[config.mk]
export PLATFORM = sky130hd
export DESIGN_NAME = sample_mode_pin_control
export DESIGN_NICKNAME = d
export VERILOG_FILES = /design/src/rtl/sync2.v /design/src/rtl/sample_mode_pin_control.v
export VERILOG_INCLUDE_DIRS = /design/src /design/src/inc
export SDC_FILE = /design/constraint.sdc
export NUM_CORES = 1
export LEC_CHECK = 0
export ABC_AREA = 1
export BUFFER_PORTS_ARGS = -buffer_cell sky130_fd_sc_hd__buf_2
export CAP_MARGIN = 0
export CORE_ASPECT_RATIO = 0.8
export CORE_MARGIN = 2
export CORE_UTILIZATION = 56
export CTS_CLUSTER_SIZE = 30
export DETAILED_ROUTE_END_ITERATION = 12
export PLACE_DENSITY = 0.86
export SKIP_LAST_GASP = 1
export SLEW_MARGIN = 20
export SYNTH_ARGS = -nofsm -noshare
export SYNTH_HDL_FRONTEND = slang
export SYNTH_SLANG_ARGS = --single-unit
[constraint.sdc]
create_clock -name hclk -period 23.2 [get_ports hclk]
set_input_delay 2.32 -clock hclk [delete_from_list [all_inputs] [get_ports hclk]]
set_output_delay 2.32 -clock hclk [all_outputs]
set_load 0.02 [all_outputs]
[src/inc/sample_ctl_defines.vh]
// register offsets, field positions, reset values and timing counts for the sample controller
`ifndef SAMPLE_CTL_DEFINES_VH
`define SAMPLE_CTL_DEFINES_VH
// register byte offsets
`define OFS_CONTROL 12'h000
`define OFS_CONTROL_ACT 12'h004
`define OFS_SLOW_CFG 12'h008
`define OFS_BUS_SETTINGS 12'h00C
`define OFS_COMMAND 12'h010
`define OFS_STATUS 12'h014
`define OFS_DATA_COUNT 12'h018
`define OFS_ENERGY 12'h01C
// control fields: [3:0] sample mode, [5:4] pin0 function, [7:6] pin1 function, [8] adaptive acc
`define CTL_MODE_LSB 0
`define CTL_P0F_LSB 4
`define CTL_P1F_LSB 6
`define CTL_ADAPT_BIT 8
`define CONTROL_RST 9'h0F4
// sample modes
`define MODE_1024 4'h4
`define MODE_8SPS 4'h5
`define MODE_BUS_VOLTAGE_RESULT_ONLY 4'hA
`define MODE_SHUNT_ONLY 4'hB
`define MODE_SHOT_A 4'hC
`define MODE_SHOT_B 4'hD
`define MODE_SLEEP_A 4'hE
`define MODE_SLEEP_B 4'hF
// pin functions
`define FN_ALERT 2'h0
`define FN_GPI 2'h1
`define FN_GPO 2'h2
`define FN_SLOW 2'h3
// slow config: [0] keep-totals type, [1] rise enable, [2] fall enable, [3] level, [4] rose, [5] fell
`define SLOW_RST 6'h06
// command codes
`define CMD_FULL 2'h1
`define CMD_KEEP 2'h2
// timing
`define T_BANDGAP_MS 5
`define CLK_MHZ 100
`define BANDGAP_CYC (`T_BANDGAP_MS * 1000 * `CLK_MHZ)
`define CC_1024_CYC 97656
`define CC_8SPS_CYC 12500000
`define CC_FAST_CYC 6103
`endif

[src/rtl/sync2.v]
// two-flop synchroniser for one level
`timescale 1ns/1ps
`default_nettype none
module sync2 (
	input wire hclk,
	input wire hresetn,
	input wire d,
	output wire q
);
	reg s1_r; // first stage, read only by second
	reg s2_r; // second stage
	// -------------------------------
	// two flip-flop chain
	// -------------------------------
	always @(posedge hclk or negedge hresetn) begin
		if (!hresetn) begin
			s1_r <= 1'b0;
			s2_r <= 1'b0;
		end else begin
			s1_r <= d;
			s2_r <= s1_r;
		end
	end
	assign q = s2_r;
endmodule
`default_nettype wire

[src/rtl/sample_mode_pin_control.v]
// sampling state control with sleep, power-down, slow pin and multifunction pins
// Notes on behaviour
// - sleep modes entered after snapshot apply, at conversion end or at once from single-shot idle
// - sleep keeps all registers
// - sleep left by new mode plus snapshot
// - no other sleep cause; timeout unaffected
// - power-down pin low clears everything
// - power-down release acts as power-on reset
// - power-on flag set on every power-on
// - slow input high forces 8 sps next cycle
// - function 11b makes pin slow input
// - pin0 slow input has priority
// - function 00b is alert, no sampling effect
// - mode 0101b selects 8 sps
// - single-shot slow rise waits band-gap start
// - slow rise in sleep only sets level and rose status
// - self snapshot on slow edges, data only
// - slow settings: type, edge enables, status
// - adaptive enable clears slow edge enables
// - mode 1010b samples bus voltage only
// - mode 1011b samples shunt voltage only
// - single-input modes keep accumulation running
// - 01b is gp input, 10b gp output
// - io value bit reads input, drives output
// - full snapshot clears totals, keep-totals not
//
// The register offsets and the AHB-Lite slave port are this design's own decisions.
`timescale 1ns/1ps
`default_nettype none
`include "sample_ctl_defines.vh"
module sample_mode_pin_control #(
	parameter BANDGAP_CYC = `BANDGAP_CYC,
	parameter CC_SLOW_CYC = `CC_8SPS_CYC,
	parameter CC_1024_CYC = `CC_1024_CYC
) (
	input wire hclk,
	input wire hresetn,
	input wire hsel,
	input wire [11:0] haddr,
	input wire [1:0] htrans,
	input wire hwrite,
	input wire [2:0] hsize,
	input wire [31:0] hwdata,
	input wire hready,
	output wire [31:0] hrdata,
	output wire hreadyout,
	output wire hresp,
	input wire power_down_pin,
	input wire multi_pin_zero_in,
	output wire multi_pin_zero_out,
	output wire multi_pin_zero_oe,
	input wire multi_pin_one_in,
	output wire multi_pin_one_out,
	output wire multi_pin_one_oe,
	input wire alert_zero_req,
	input wire alert_one_req,
	output reg sleeping,
	output reg slow_active,
	output reg sample_bus,
	output reg sample_shunt,
	output reg conv_strobe,
	output reg snap_strobe,
	output reg snap_clear_totals
);
	// ---------------------------------------
	// pin synchronisers
	// ---------------------------------------
	wire pd_s; // power-down pin, synced
	wire p0_s; // pin zero level
	wire p1_s; // pin one level
	sync2 u_pd (.hclk(hclk), .hresetn(hresetn), .d(power_down_pin), .q(pd_s));
	sync2 u_p0 (.hclk(hclk), .hresetn(hresetn), .d(multi_pin_zero_in), .q(p0_s));
	sync2 u_p1 (.hclk(hclk), .hresetn(hresetn), .d(multi_pin_one_in), .q(p1_s));
	wire rst_n = hresetn & pd_s;
	// ---------------------------------------
	// registers
	// ---------------------------------------
	reg [8:0] control_r; // pending control
	reg [8:0] control_act_r; // active control
	reg [5:0] slow_r; // slow pin settings and status
	reg [1:0] io_out_r; // gp output values
	reg por_flag_r; // power-on flag
	reg [31:0] count_r; // sample count total
	reg [31:0] energy_r; // energy total
	reg [31:0] data_count_r; // snapshot of count
	reg [31:0] data_energy_r; // snapshot of energy
	reg adapt_d_r; // previous adaptive bit
	wire [3:0] mode_act = control_act_r[`CTL_MODE_LSB +: 4];
	wire [1:0] p0f = control_act_r[`CTL_P0F_LSB +: 2];
	wire [1:0] p1f = control_act_r[`CTL_P1F_LSB +: 2];
	// ---------------------------------------
	// ahb-lite address phase capture
	// ---------------------------------------
	reg wr_r; // data-phase write pending
	reg rd_r; // data-phase read pending
	reg [11:0] addr_r; // captured address
	wire take = hsel & hready & htrans[1];
	always @(posedge hclk or negedge rst_n) begin
		if (!rst_n) begin
			wr_r <= 1'b0;
			rd_r <= 1'b0;
			addr_r <= 12'h000;
		end else begin
			wr_r <= take & hwrite;
			rd_r <= take & ~hwrite;
			if (take) begin
				addr_r <= haddr;
			end
		end
	end
	assign hreadyout = 1'b1; // zero wait states
	assign hresp = 1'b0; // always okay
	wire cmd_wr = wr_r & (addr_r == `OFS_COMMAND);
	wire cmd_full = cmd_wr & (hwdata[1:0] == `CMD_FULL);
	wire cmd_keep = cmd_wr & (hwdata[1:0] == `CMD_KEEP);
	wire host_snap = cmd_full | cmd_keep;
	// ---------------------------------------
	// pin function decode
	// ---------------------------------------
	wire p0_slow = (p0f == `FN_SLOW) & p0_s;
	wire p1_slow = (p1f == `FN_SLOW) & p1_s;
	wire slow_lvl = p0_slow | (~(p0f == `FN_SLOW) & p1_slow);
	reg slow_d_r; // previous slow level
	wire slow_rise = slow_lvl & ~slow_d_r;
	wire slow_fall = ~slow_lvl & slow_d_r;
	wire is_sleep = (mode_act == `MODE_SLEEP_A) | (mode_act == `MODE_SLEEP_B);
	wire is_shot = (mode_act == `MODE_SHOT_A) | (mode_act == `MODE_SHOT_B);
	// ---------------------------------------
	// control, slow, io and flag registers
	// ---------------------------------------
	always @(posedge hclk or negedge rst_n) begin
		if (!rst_n) begin
			control_r <= `CONTROL_RST;
			control_act_r <= `CONTROL_RST;
			slow_r <= `SLOW_RST;
			io_out_r <= 2'h0;
			por_flag_r <= 1'b1;
			adapt_d_r <= 1'b0;
			slow_d_r <= 1'b0;
		end else begin
			slow_d_r <= slow_lvl;
			adapt_d_r <= control_act_r[`CTL_ADAPT_BIT];
			if (wr_r & (addr_r == `OFS_CONTROL)) begin
				control_r <= hwdata[8:0];
			end
			// snapshot applies pending control, sleep included
			if (host_snap) begin
				control_act_r <= control_r;
			end
			if (wr_r & (addr_r == `OFS_SLOW_CFG)) begin
				slow_r[2:0] <= hwdata[2:0];
			end else if (control_act_r[`CTL_ADAPT_BIT] & ~adapt_d_r) begin
				slow_r[2:1] <= 2'h0;
			end
			slow_r[3] <= slow_lvl;
			// edge records: set wins over clear
			if (slow_rise) begin
				slow_r[4] <= 1'b1;
			end else if (wr_r & (addr_r == `OFS_SLOW_CFG) & hwdata[4]) begin
				slow_r[4] <= 1'b0;
			end
			if (slow_fall) begin
				slow_r[5] <= 1'b1;
			end else if (wr_r & (addr_r == `OFS_SLOW_CFG) & hwdata[5]) begin
				slow_r[5] <= 1'b0;
			end
			if (wr_r & (addr_r == `OFS_BUS_SETTINGS)) begin
				io_out_r <= hwdata[1:0];
				if (hwdata[7]) begin
					por_flag_r <= 1'b0;
				end
			end
		end
	end
	// ---------------------------------------
	// pin drive
	// ---------------------------------------
	assign multi_pin_zero_oe = (p0f == `FN_GPO) | ((p0f == `FN_ALERT) & alert_zero_req);
	assign multi_pin_zero_out = (p0f == `FN_GPO) ? io_out_r[0] : 1'b0;
	assign multi_pin_one_oe = (p1f == `FN_GPO) | ((p1f == `FN_ALERT) & alert_one_req);
	assign multi_pin_one_out = (p1f == `FN_GPO) ? io_out_r[1] : 1'b0;
	// ---------------------------------------
	// conversion sequencer
	// ---------------------------------------
	localparam ST_SLEEP = 4'b0001;
	localparam ST_RUN = 4'b0010;
	localparam ST_BG = 4'b0100;
	localparam ST_IDLE = 4'b1000;
	reg [3:0] state_r; // sequencer state
	reg [31:0] cnt_r; // cycle counter
	reg slow_cyc_r; // current cycle runs at 8 sps
	reg self_snap_r; // pending self snapshot
	reg self_keep_r; // pending type keep-totals
	wire [31:0] cc_len = (slow_lvl | (mode_act == `MODE_8SPS)) ? CC_SLOW_CYC[31:0] :
		((mode_act == `MODE_BUS_VOLTAGE_RESULT_ONLY) | (mode_act == `MODE_SHUNT_ONLY)) ?
		`CC_FAST_CYC : CC_1024_CYC[31:0];
	wire self_trig = (slow_rise & slow_r[1]) | (slow_fall & slow_r[2]);
	always @(posedge hclk or negedge rst_n) begin
		if (!rst_n) begin
			state_r <= ST_RUN;
			cnt_r <= 32'h0;
			slow_cyc_r <= 1'b0;
			conv_strobe <= 1'b0;
			self_snap_r <= 1'b0;
			self_keep_r <= 1'b0;
		end else begin
			conv_strobe <= 1'b0;
			if (self_trig & ~is_sleep) begin
				self_snap_r <= 1'b1;
				self_keep_r <= slow_r[0];
			end
			case (state_r)
				ST_SLEEP: begin
					// only an applied non-sleep mode wakes; slow rise ignored
					if (~is_sleep) begin
						state_r <= ST_RUN;
						cnt_r <= 32'h0;
					end
				end
				ST_RUN: begin
					if (cnt_r + 32'h1 >= (slow_cyc_r ? CC_SLOW_CYC[31:0] : cc_len)) begin
						conv_strobe <= 1'b1;
						cnt_r <= 32'h0;
						slow_cyc_r <= slow_lvl | (mode_act == `MODE_8SPS);
						if (is_sleep) begin
							state_r <= ST_SLEEP;
						end else if (is_shot) begin
							state_r <= ST_IDLE;
						end
					end else begin
						cnt_r <= cnt_r + 32'h1;
					end
				end
				ST_BG: begin
					if (cnt_r + 32'h1 >= BANDGAP_CYC[31:0]) begin
						cnt_r <= 32'h0;
						state_r <= ST_RUN;
					end else begin
						cnt_r <= cnt_r + 32'h1;
					end
				end
				ST_IDLE: begin
					if (is_sleep) begin
						state_r <= ST_SLEEP;
					end else if (slow_rise) begin
						state_r <= ST_BG;
						cnt_r <= 32'h0;
					end else if (host_snap | ~is_shot) begin
						state_r <= ST_RUN;
						cnt_r <= 32'h0;
					end
				end
				default: begin
					state_r <= ST_RUN;
				end
			endcase
			if (conv_strobe) begin
				self_snap_r <= 1'b0; // data lands within one cycle
			end
		end
	end
	// ---------------------------------------
	// sampling outputs, totals and snapshots
	// ---------------------------------------
	always @(posedge hclk or negedge rst_n) begin
		if (!rst_n) begin
			sleeping <= 1'b0;
			slow_active <= 1'b0;
			sample_bus <= 1'b1;
			sample_shunt <= 1'b1;
			snap_strobe <= 1'b0;
			snap_clear_totals <= 1'b0;
			count_r <= 32'h0;
			energy_r <= 32'h0;
			data_count_r <= 32'h0;
			data_energy_r <= 32'h0;
		end else begin
			sleeping <= (state_r == ST_SLEEP);
			slow_active <= slow_cyc_r;
			sample_bus <= (mode_act != `MODE_SHUNT_ONLY);
			sample_shunt <= (mode_act != `MODE_BUS_VOLTAGE_RESULT_ONLY);
			snap_strobe <= host_snap | (conv_strobe & self_snap_r);
			snap_clear_totals <= cmd_full | (conv_strobe & self_snap_r & ~self_keep_r);
			// accumulation runs in every sampling mode
			if (host_snap) begin
				data_count_r <= count_r;
				data_energy_r <= energy_r;
			end else if (conv_strobe & self_snap_r) begin
				data_count_r <= count_r;
				data_energy_r <= energy_r;
			end
			if (cmd_full | (conv_strobe & self_snap_r & ~self_keep_r)) begin
				count_r <= 32'h0;
				energy_r <= 32'h0;
			end else if (conv_strobe) begin
				count_r <= count_r + 32'h1;
				energy_r <= energy_r + 32'h1;
			end
		end
	end
	// ---------------------------------------
	// read mux
	// ---------------------------------------
	reg [31:0] rdata_r; // read data
	always @(posedge hclk or negedge rst_n) begin
		if (!rst_n) begin
			rdata_r <= 32'h0;
		end else if (take & ~hwrite) begin
			case (haddr)
				`OFS_CONTROL: rdata_r <= {23'h0, control_r};
				`OFS_CONTROL_ACT: rdata_r <= {23'h0, control_act_r};
				`OFS_SLOW_CFG: rdata_r <= {26'h0, slow_r};
				`OFS_BUS_SETTINGS: rdata_r <= {24'h0, por_flag_r, 5'h0,
					(p1f == `FN_GPI) ? p1_s : io_out_r[1],
					(p0f == `FN_GPI) ? p0_s : io_out_r[0]};
				`OFS_STATUS: rdata_r <= {28'h0, state_r};
				`OFS_DATA_COUNT: rdata_r <= data_count_r;
				`OFS_ENERGY: rdata_r <= data_energy_r;
				default: rdata_r <= 32'h0;
			endcase
		end
	end
	assign hrdata = rd_r ? rdata_r : 32'h0;
endmodule
`default_nettype wire

# Yosys cells after proc, flatten, opt, wreduce, memory -nomap -nowiden

Index checks and enable logic that the tools add are counted.
Widths: inputs -> output; s select.

Register bits after elaboration: 254
Latch bits: 0
Bits in writable memories: 0
Bits in read-only memories: 0
Logic and storage cells: 182
Memories: 0

Add/sub/neg operators: 3
Multipliers: 0
Divide/modulo/power cells: 0
$lt $le $gt $ge: 2
Equality and inequality tests: 37
Shifts and indexed selects: 0
Multiplexer cells: 43
Bitwise logic cells: 46
Reductions and logical operators: 15

Operator list:

| cell                  | number |
|---|---|
| $mux 32               | 15 |
| $pmux 32 s7           | 1 |
| $pmux 32 s4           | 1 |
| $add 32x1->32 const B | 3 |
| $eq 12x4->1 const B   | 4 |
| $eq 12x5->1 const B   | 4 |
| $mux 24               | 2 |
| $ge 32x19->1 const B  | 1 |
| $ge 32x24->1          | 1 |
| $mux 4                | 8 |
| $eq 4x4->1 const B    | 7 |
| $and 1x1->1           | 26 |
| $logic_not 12->1      | 2 |
| $mux 17               | 1 |
| $pmux 4 s4            | 1 |
| $eq 12x3->1 const B   | 1 |
| $mux 1                | 12 |
| $ne 4x4->1 const B    | 3 |
| $or 1x1->1            | 12 |
| $reduce_bool 2->1     | 6 |
| $eq 2x2->1 const B    | 5 |
| $eq 4x3->1 const B    | 2 |
| $ne 2x2->1 const B    | 4 |
| $not 1->1             | 8 |
| 10 further kinds      | 16 |

# Longest topological paths before layout

Gate-level depths: netlist of run 1.

Depth after elaboration: 11
Depth in mapped cells: 28

# Hierarchy

A second synthesis of run 1 with hierarchy kept.

Cells, all modules: 1,780
Area total of the unflattened synthesis: 13,559.3 µm²

Modules (own cells, without submodules):

| module                  | instances | cells an instance | area each (µm²) |
|---|---|---|---|
| sample_mode_pin_control | 1         | 1,774             | 13,409.1 |
| sync2                   | 3         | 2                 | 50.0 |

# Worst setup path after synthesis of run 1

No wires, ideal clock.

Path kind: in2out
From: input alert_one_req
To: output multi_pin_one_oe
Arrival: 2,512 ps
Path slack: 18,368 ps
Cell stages on the path: 2
Buffers on the path: 0
Path through: nand2_1 > nand2_1

Word-level cells in the longest chain between the ends: 2

Ends and longest elaborated chain:

| what        | line                          | source |
|---|---|---|
| from (decl) | sample_mode_pin_control.v:56  | `input wire alert_one_req,` |
| $and 1x1->1 | sample_mode_pin_control.v:180 | `` assign multi_pin_one_oe = (p1f == `FN_GPO) \| ((p1f == `FN_ALERT) & alert_one_req); `` |
| $or 1x1->1  | sample_mode_pin_control.v:180 |  |
| to (decl)   | sample_mode_pin_control.v:54  | `output wire multi_pin_one_oe,` |

Every way passes these cells.

# Worst setup path in the final report of run 1

Same ends and word-level chain as after synthesis.

==> flow_metrics.tcl, run 1 <==
set metrics [dict create \
    yosys.area.top_type_share 0.4385 \
    dpl.hpwl_mm 25.67 \
    whs_ps 353.2 \
    p_sw_uw 215.9 \
    slew_viol_final 0 \
    setup_tns_ps 0 \
    critPathLaunchType "input pin" \
    track_usage 0.2893 \
    cts_max_level 1 \
    fin_area_um2 15130 \
    ys_seq_area_frac 0.4695 \
    drt_iter0_markers 1156 \
    finalHoldViolations 0 \
    end_kind "output port" \
    drt-total-wl_mm 35.65 \
    numCtsBuffers 26 \
    cell_internal_pwr_uw 726.4 \
    holdBufCountCts 0 \
    cp_num_buf_inv 2 \
    vias 12310 \
    grt_pass1_vias 11640 \
    grt_antenna_before_repair 0 \
    outcome "finished clean" \
    syn_area_um2 13580 \
    gr-total-overflow 0 \
    ys_types 47 \
    nets 1938 \
    post_cts_buffers 0 \
    cp.required_ps 20880 \
    initial_utilization 0.5759 \
    grt_pass1_wl_mm 59.24 \
    hp-class "reg2reg" \
    cts_buffer_depth 3 \
    coreArea_um2 23590 \
    final_cell_mix "nand2_1, inv_1, dfrtp_1" \
    clock-sinks 254 \
    netSwitchingFraction 0.2291 \
    combPwrFrac 0.034 \
    ys.flop_type "dfrtp_1" \
    worstPathMaxFanout 1 \
    vdd_ir_drop_max_uv 65.31 \
    portBuffers 74 \
    relSlewSlack 0.2920 \
    final.min_clock_period_ps 5005 \
    insertion_delay_ps 550 \
    wl_per_cell_um 16.30 \
    power_density_nw_per_um2 62.28 \
    yosys_warnings 0 \
    async_reset_ff_frac 1.000 \
    seqPwrFrac 0.489 \
    drive_gt1_frac 0.09600 \
    grt_max_degree 108 \
    finalCritPeriodShare 0.2157 \
    gp_congestion 0.9465 \
    worstSetupPathType "in2out" \
    slowest_stage "buf_2" \
    p_leak_uw 0.007246 \
    die_y_um 143.3 \
    final_common_cell "nand2_1" \
    route.detailed.drc 0 \
    worst_pin_slew_ps 1062 \
    viasPerCell 5.627 \
    finClkSkew_ps 21.02 \
    path_clk_slew_ps 60 \
    die_area_um2 25520 \
    slowest_delay_ps 150 \
    synth_area_leaders "dfrtp_1, nand2_1, inv_1" \
    synth-seq-cells 254 \
    drv_cap 0 \
    pre_cts_ws_ps 18190 \
    synthCells 1798 \
    rsz0062_at_grt "no" \
    die_w_um 178.1 \
    cts-root-buf "clkbuf_16" \
    post_dp_cell_area_um2 14200 \
    arrival_ps 2680 \
    io_pins 104 \
    clock_power_share 0.477 \
    synthToLayoutAreaGrowth_pct 11.41 \
    ant_nets 0 \
    first_pass_iters 5 \
    worstPathCellList "buf_2 -> nand2_1 -> nand2_1 -> buf_2" \
    cts_tree "yes" \
    row_count 50 \
    antennaDiodeCount 0 \
    max_freq_mhz 199.8 \
    synth_edf_count 0 \
    cts_resized 0 \
    crit_family "buffers and inverters" \
    syn-num-nets 1881 \
    avgSynthCellArea_um2 7.554 \
    setup_violations 0 \
    worst_slack_ps 18200 \
    synth_top_cell_by_area "dfrtp_1" \
]
[routing by layer]
layer | vias up | share of wire | track usage | wire length (um)
met4 | 0 | 0.019 | 0.06816 | 686
li1 | 5861 | - | - | -
met5 | - | 0 | 0 | 0
met3 | 61 | 0.079 | 0.04153 | 2811
met1 | 5885 | 0.47 | 0.4403 | 16750
met2 | 500 | 0.43 | 0.4376 | 15410
[synth_stat cells (all sizes together), types with 5 or more instances]
cell type / count
a21oi: 27
mux2: 5
ha: 24
xnor2: 17
o31ai: 34
nor4: 24
dfstp: 16
o21ai: 144
nand2: 559
inv: 263
xor2: 35
nand3: 63
buf: 19
nor2: 154
nand4: 24
o22ai: 34
nor3: 51
dfrtp: 238
clkbuf: 35
[cells by family (layout without fill, tap and decap cells)]
logic type                 Yosys count  in the layout  share of synthesized area
other                                2              2                  0.0005529
adders and majority gates           24             24                    0.02211
DFF                                254            254                     0.4695
buffers and inverters              319            396                    0.09074
muxes                                5              5                   0.004145
AOI/OAI and AO/OA                  257            257                     0.1082
xor gates and xnor gates            52             52                    0.03409
and+or+nand+nor                    885            885                     0.2708
[flip-flops by register name, summed over array words and instances (netlist names), 2 cells and up]
register and count:
addr_r 12, cnt_r 32, control_act_r 9, control_r 9, count_r 32, data_count_r 32
data_energy_r 32, energy_r 32, io_out_r 2, rdata_r 32, slow_r 6, state_r 4
[final timing paths]
kind	start	endpoint	slack [ps]	cells past startpoint
min reg2reg	u_pd.s1_r$_DFF_PN0_	u_pd.q$_DFF_PN0_	350	0
max in group asynchronous	hresetn	energy_r[8]$_DFFE_PN0P_	19560	4
min in group asynchronous	u_pd.q$_DFF_PN0_	data_count_r[4]$_DFFE_PN0P_	480	2
max	alert_one_req	multi_pin_one_oe	18200	4
min	u_pd.s1_r$_DFF_PN0_	u_pd.q$_DFF_PN0_	350	0
max reg2reg	control_act_r[4]$_DFFE_PN1P_	cnt_r[3]$_DFFE_PN0P_	18710	24
[metrics by stage]
step / power, uW / instances / util
final: 942.4 / 2187 / 0.6416
after global routing: 972.9 / 2187 / 0.6416
after CTS: 947.6 / 2187 / 0.6415
after detailed placement: 500.7 / 2139 / 0.6020
after global placement: 498.8 / 2139 / 0.6019
after floorplan: 488.2 / 1798 / -
[layout make-up]
type	count	area, um2
clock inverters	14	180.2
inverters	265	1002
multi-input cells	1225	5995
well taps	312	390.4
repair buffers	83	437.9
flip-flops and latches	254	6376
clock buffers	34	750.7
fillers	2006	8453
[power groups by stage]
stage / Combinational (uW) / Sequential [uW] / Clock, uW
5_1_grt: 37.4 / 462 / 474
3_3_place_gp: 30.9 / 468 / 0
4_1_cts: 32.8 / 460 / 454
3_5_place_dp: 32.4 / 468 / 0
6_report: 32.4 / 461 / 449
2_1_floorplan: 22.1 / 466 / 0
(Power assumes the default switching activity.)
==> run 2: changes to the inputs <==
--- a/config.mk
+++ b/config.mk
@@ -6,7 +6,7 @@
 export SDC_FILE = /design/constraint.sdc
 export NUM_CORES = 1
 export LEC_CHECK = 0
-export ABC_AREA = 1
+export ABC_AREA = 0
 export BUFFER_PORTS_ARGS = -buffer_cell sky130_fd_sc_hd__buf_2
 export CAP_MARGIN = 0
 export CORE_ASPECT_RATIO = 0.8
==> constraint.sdc (replaced) <==
create_clock -name hclk -period 4.7 [get_ports hclk]
set_input_delay 0.47 -clock hclk [delete_from_list [all_inputs] [get_ports hclk]]
set_output_delay 0.47 -clock hclk [all_outputs]
set_load 0.02 [all_outputs]
==> run 2 against run 1 <==
- highest routed layer unchanged
- power grew to 4.9 times the previous value
- via count shrank 22%
- register-to-register slack lost 18000 ps
- synthesized area shrank 5.6%
- cell count shrank 27%
- non-clock buffer count grew 15
- sequential share of layout area grew 2.0 points
- critical path type is now reg2reg
- hold slack lost 320 ps
- critical path depth grew 10
- synthesized cell count shrank 32%
- clock skew grew 11 ps
==> flow_metrics.tcl, run 2 <==
set metrics [dict create \
    outcome "finished clean" \
    post_cts_buffers 0 \
    cts-root-buf "clkbuf_16" \
    avgSynthCellArea_um2 10.47 \
    grt_pass1_vias 9767 \
    p_leak_uw 0.006900 \
    path_clk_slew_ps 60 \
    dpl.hpwl_mm 19.99 \
    cp.required_ps 5140 \
    slowest_stage "dfstp_2" \
    synth_area_leaders "dfrtp_1, mux2_2, mux2i_1" \
    drt-total-wl_mm 30.06 \
    grt_pass1_wl_mm 50.06 \
    antennaDiodeCount 0 \
    multi_input_area_um2 6058 \
    initial_utilization 0.5698 \
    grt_antenna_before_repair 0 \
    ys_types 74 \
    crit_family "compound AO/OA/AOI/OAI gates" \
    yosys_warnings 0 \
    insertion_delay_ps 540 \
    cts_tree "yes" \
    critPathLaunchType "register" \
    die_w_um 173.2 \
    yosys.area.top_type_share 0.4646 \
    row_count 49 \
    async_reset_ff_frac 1.000 \
    end_kind "register" \
    fin_util 0.6422 \
    nets 1362 \
    io_pins 104 \
    gr-total-overflow 0 \
    drive_gt1_frac 0.2171 \
    route.detailed.drc 0 \
    finalCritPeriodShare 0.9290 \
    final-seq-area_um2 6377 \
    rsz0062_at_grt "no" \
    p_total_uw 4660 \
    vias 9647 \
    grt_max_degree 94 \
    die_area_um2 24130 \
    drv_cap 0 \
    synthTopCellsByCount "dfrtp_1, nor2_1, nand2_1" \
    synth-seq-cells 254 \
    slew_viol_final 0 \
    finClkSkew_ps 32.20 \
    setup_violations 0 \
    ant_nets 0 \
    numCtsBuffers 26 \
    clock-sinks 254 \
    synth_top_cell_by_area "dfrtp_1" \
    synth_edf_count 0 \
    final_common_cell "dfrtp_1" \
    hp-class "in2reg" \
    final_cell_mix "dfrtp_1, nor2_1, nand2_1" \
    ys.flop_type "dfrtp_1" \
    relSlewSlack 0.2113 \
    wl_per_cell_um 18.73 \
    fillCellCount 1709 \
    die_y_um 139.3 \
    cts_buffer_depth 3 \
    track_usage 0.2529 \
    portBuffers 74 \
    vdd_ir_drop_max_uv 300.3 \
    coreArea_um2 22500 \
    worst_pin_slew_ps 1174 \
    syn_area_um2 12820 \
    final.min_clock_period_ps 4366 \
    worstSetupPathType "reg2reg" \
    cts_max_level 1 \
    arrival_ps 4800 \
    crit_top_cell "nand2_1" \
    finalHoldViolations 0 \
    power_density_nw_per_um2 322.5 \
    gp_congestion 0.8790 \
    synthToLayoutAreaGrowth_pct 12.72 \
    synthCells 1224 \
    synthMostInstantiatedCell "dfrtp_1" \
    syn-num-nets 1307 \
    ys_seq_area_frac 0.4974 \
    first_pass_iters 5 \
    setup_tns_ps 0 \
    worstPathMaxFanout 11 \
    slowest_delay_ps 590 \
    drt_iter0_markers 842 \
    worstPathCellList "nand2_1 -> a21boi_0 -> nand2_1 -> nor2_1 -> nand2_1 -> ha_1 -> a211oi_1 -> o21ai_0 -> o211a_1 -> o221ai_1 -> a22oi_1 -> o22ai_2 -> nand2_1 -> o211ai_1" \
    whs_ps 35.89 \
    viasPerCell 6.011 \
    max_freq_mhz 229.0 \
    cp_num_buf_inv 0 \
]
## run 2: cell count changes in the layout (fill, tap and decap cells not counted), moves of 18 or more
cell	delta
o21ai_0	-101
and2_1	+44
nor3_1	-37
and3_1	+18
nor2_1	-32
nand2_1	-446
mux2i_1	+46
o22ai_1	-30
inv_1	-231
mux2_2	+95
## run 2: report_power, final
group	switching [uW]	total (uW)	internal, uW
logic	86.0	136	50.2
clock network	872	2270	1400
registers	25.7	2250	2230
total	984	4660	3680
## run 2: per-stage QoR
stage	cells	worst slack [ps]	cell area [um2]
6_report	1605	333.6	14450
5_1_grt	1605	46.14	14450
4_1_cts	1605	450.3	14450
3_5_place_dp	1556	484.1	13490
3_3_place_gp	1556	574.8	13490
2_1_floorplan	1224	94.67	12820
## run 2: layer usage
layer,vias to the layer above,wire (um),GRT usage
met5,-,0,0
li1,4431,-,-
met3,62,1953,0.04426
met4,0,683,0.07850
met1,4824,13270,0.3532
met2,330,14150,0.4072
## run 2: worst reg2reg max path, cell delays in order, from the launching register on
cell and delay (ps):
dfstp_2 590, nand2_1 70, a21boi_0 590, nand2_1 180, nor2_1 200, nand2_1 180
ha_1 340, a211oi_1 310, o21ai_0 150, o211a_1 160, o221ai_1 240, a22oi_1 150
o22ai_2 550, nand2_1 330, o211ai_1 230
## run 2: final cells by class
class,instances,share of cell area
Clock buffer,34,0.04918
Clock inverter,14,0.01645
Inverter,28,0.007273
Multi-Input combinational cell,871,0.4193
Sequential cell,254,0.4413
Tap cell,306,0.02650
Timing Repair Buffer,98,0.04000
## run 2: final timing paths
check / startpoint / to / slack [ps] / cells after the start
max: control_act_r[4]$_DFFE_PN1P_ / cnt_r[5]$_DFFE_PN0P_ / 330 / 14
min: power_down_pin / u_pd.s1_r$_DFF_PN0_ / 40 / 1
max reg2reg: control_act_r[4]$_DFFE_PN1P_ / cnt_r[5]$_DFFE_PN0P_ / 330 / 14
min reg2reg: u_pd.s1_r$_DFF_PN0_ / u_pd.q$_DFF_PN0_ / 350 / 0
max in group asynchronous: hresetn / count_r[16]$_DFFE_PN0P_ / 2710 / 4
min in group asynchronous: hresetn / u_pd.s1_r$_DFF_PN0_ / 290 / 2
## run 2: timing repair
action	4_1_cts	5_1_grt
gates resized for setup	0	0
hold endpoints to repair	6	0
hold buffers	1	0
## run 2: logic make-up (layout without fill, tap and decap cells)
| group | count (synthesis) | count (layout) | synth area share |
|---|---|---|---|
| other | 2 | 2 | 0.0005858 |
| buffers and inverters | 99 | 174 | 0.03221 |
| DFF | 254 | 254 | 0.4974 |
| and+or+nand+nor | 459 | 459 | 0.1813 |
| adders and majority gates | 24 | 24 | 0.02342 |
| AOI/OAI and AO/OA | 166 | 166 | 0.09077 |
| xor gates and xnor gates | 74 | 74 | 0.05056 |
| muxes | 146 | 146 | 0.1238 |
==> run 3: changes to the inputs <==
==> constraint.sdc (replaced) <==
create_clock -name hclk -period 5.3 [get_ports hclk]
set_input_delay 0.53 -clock hclk [delete_from_list [all_inputs] [get_ports hclk]]
set_output_delay 0.53 -clock hclk [all_outputs]
set_load 0.02 [all_outputs]
==> run 3 against run 2 <==
- routed wire length shrank 1.4%
- largest power group is now registers
- largest cell class unchanged
- critical path depth rose by 1
- die area did not move
- cell count shrank 0.62%
==> flow_metrics.tcl, run 3 (synthesis gave the netlist of run 2 again) <==
set metrics [dict create \
    r2r_cells 15 \
    worst_slack_ps 646.5 \
    nets 1354 \
    finalHoldViolations 0 \
    vias 9599 \
    ant_nets 0 \
    slew_viol_final 0 \
    final_cell_mix "dfrtp_1, nor2_1, nand2_1" \
    finClkSkew_ps 16.43 \
    rsz0062_at_grt "no" \
    worst_pin_slew_ps 1116 \
    wl_per_cell_um 18.59 \
    cts-root-buf "clkbuf_16" \
    pre_cts_ws_ps 748.3 \
    drt_iter0_markers 718 \
    cp.required_ps 5730 \
    post_dp_cell_area_um2 13420 \
    cts_resized 0 \
    worstSetupPathType "reg2reg" \
    insertion_delay_ps 540 \
    die_w_um 173.2 \
    path_clk_slew_ps 60 \
    fin_util 0.6372 \
    arrival_ps 5080 \
    rrSetupSlack_ps 650 \
    coreArea_um2 22500 \
    hold-path-endpoint "u_pd.s1_r$_DFF_PN0_" \
    rr_startpoint "cnt_r[0]$_DFFE_PN0P_" \
    regToRegEndpoint "cnt_r[12]$_DFFE_PN0P_" \
    grt_max_degree 90 \
    gp_congestion 0.8744 \
    cts_tree "yes" \
    finalCritPeriodShare 0.8780 \
    final.min_clock_period_ps 4654 \
    gr-total-overflow 0 \
    p_leak_uw 0.006841 \
    viasPerCell 6.018 \
    setup_tns_ps 0 \
    fillCellCount 1758 \
    combPwrFrac 0.031 \
    first_pass_iters 6 \
    hp-class "in2reg" \
    drt-total-wl_mm 29.65 \
    outcome "finished clean" \
    final_common_cell "dfrtp_1" \
    relSlewSlack 0.2542 \
    post_cts_buffers 0 \
    track_usage 0.2517 \
    cts_max_level 1 \
    final-seq-area_um2 6376 \
    netSwitchingFraction 0.2175 \
    worstPathMaxFanout 13 \
    holdPathStages 1 \
    power_density_nw_per_um2 278.3 \
    dpl.hpwl_mm 19.77 \
    seqPwrFrac 0.501 \
    vdd_ir_drop_max_uv 217.2 \
    numCtsBuffers 26 \
    grt_antenna_before_repair 0 \
    row_count 49 \
    multi_input_area_um2 6063 \
    clock-sinks 254 \
    worstHoldStart "power_down_pin" \
    p_sw_uw 867.8 \
    antennaDiodeCount 0 \
    max_freq_mhz 214.9 \
    grt_pass1_wl_mm 49.89 \
    end_kind "register" \
    drive_gt1_frac 0.2095 \
    io_pins 104 \
    fin_area_um2 14340 \
    cts_buffer_depth 3 \
    portBuffers 74 \
    die_area_um2 24130 \
    initial_utilization 0.5698 \
    die_y_um 139.3 \
    whs_ps 97.34 \
    route.detailed.drc 0 \
    synthToLayoutAreaGrowth_pct 11.84 \
    drv_cap 0 \
    grt_pass1_vias 9919 \
    holdBufCountCts 1 \
    setup_violations 0 \
    cell_internal_pwr_uw 3122 \
    critPathLaunchType "register" \
    clock_power_share 0.468 \
]
run 3: routing by layer:
layer	up-vias	wire, um	GRT usage	part of all wire
met2	351	13820	0.4042	0.47
met4	0	904	0.09144	0.030
met3	87	1786	0.04180	0.060
met5	-	0	0	0
met1	4736	13130	0.3481	0.44
li1	4425	-	-	-
run 3: critical path, cell delays in order (launching register included):
cell and delay [ps]:
dfrtp_1 430, ha_1 390, nand4_1 260, or4_1 670, nor2_1 260, and3_1 200
xor2_1 80, ha_1 300, o21ai_0 80, a21oi_1 150, or3b_2 460, a22oi_1 300
o22ai_2 290, buf_4 270, a31o_2 230, a22o_1 170
run 3: final cells by class:
class	instances	area share
Multi-Input combinational cell	871	0.4229
Timing Repair Buffer	90	0.03753
Clock buffer	39	0.05367
Tap cell	306	0.02670
Sequential cell	254	0.4447
Inverter	28	0.007330
Clock inverter	7	0.007156
run 3: worst max-delay path by stage:
stage | start | endpoint | slack (ps) | depth (start not counted)
after floorplan | hresetn | adapt_d_r$_DFF_PN0_ | 630 | 1
after CTS | cnt_r[0]$_DFFE_PN0P_ | cnt_r[12]$_DFFE_PN0P_ | 740 | 15
final | cnt_r[0]$_DFFE_PN0P_ | cnt_r[12]$_DFFE_PN0P_ | 650 | 15
after global placement | cnt_r[0]$_DFFE_PN0P_ | cnt_r[12]$_DFFE_PN0P_ | 830 | 15
after detailed placement | cnt_r[0]$_DFFE_PN0P_ | cnt_r[12]$_DFFE_PN0P_ | 750 | 15
after global routing | cnt_r[0]$_DFFE_PN0P_ | state_r[3]$_DFFE_PN0P_ | 370 | 14
run 3: power groups by stage:
| stage | logic, uW | clock network (uW) | registers [uW] |
|---|---|---|---|
| 2_1_floorplan | 84.2 | 0 | 2020 |
| 3_3_place_gp | 118 | 0 | 2030 |
| 3_5_place_dp | 122 | 0 | 2030 |
| 4_1_cts | 124 | 1900 | 2000 |
| 5_1_grt | 139 | 1980 | 2000 |
| 6_report | 123 | 1870 | 2000 |
run 3: stage by stage:
stage          power [uW]  std cells
6_report             3990       1595
5_1_grt              4120       1595
4_1_cts              4018       1594
3_5_place_dp         2155       1547
3_3_place_gp         2147       1547
2_1_floorplan        2107       1224
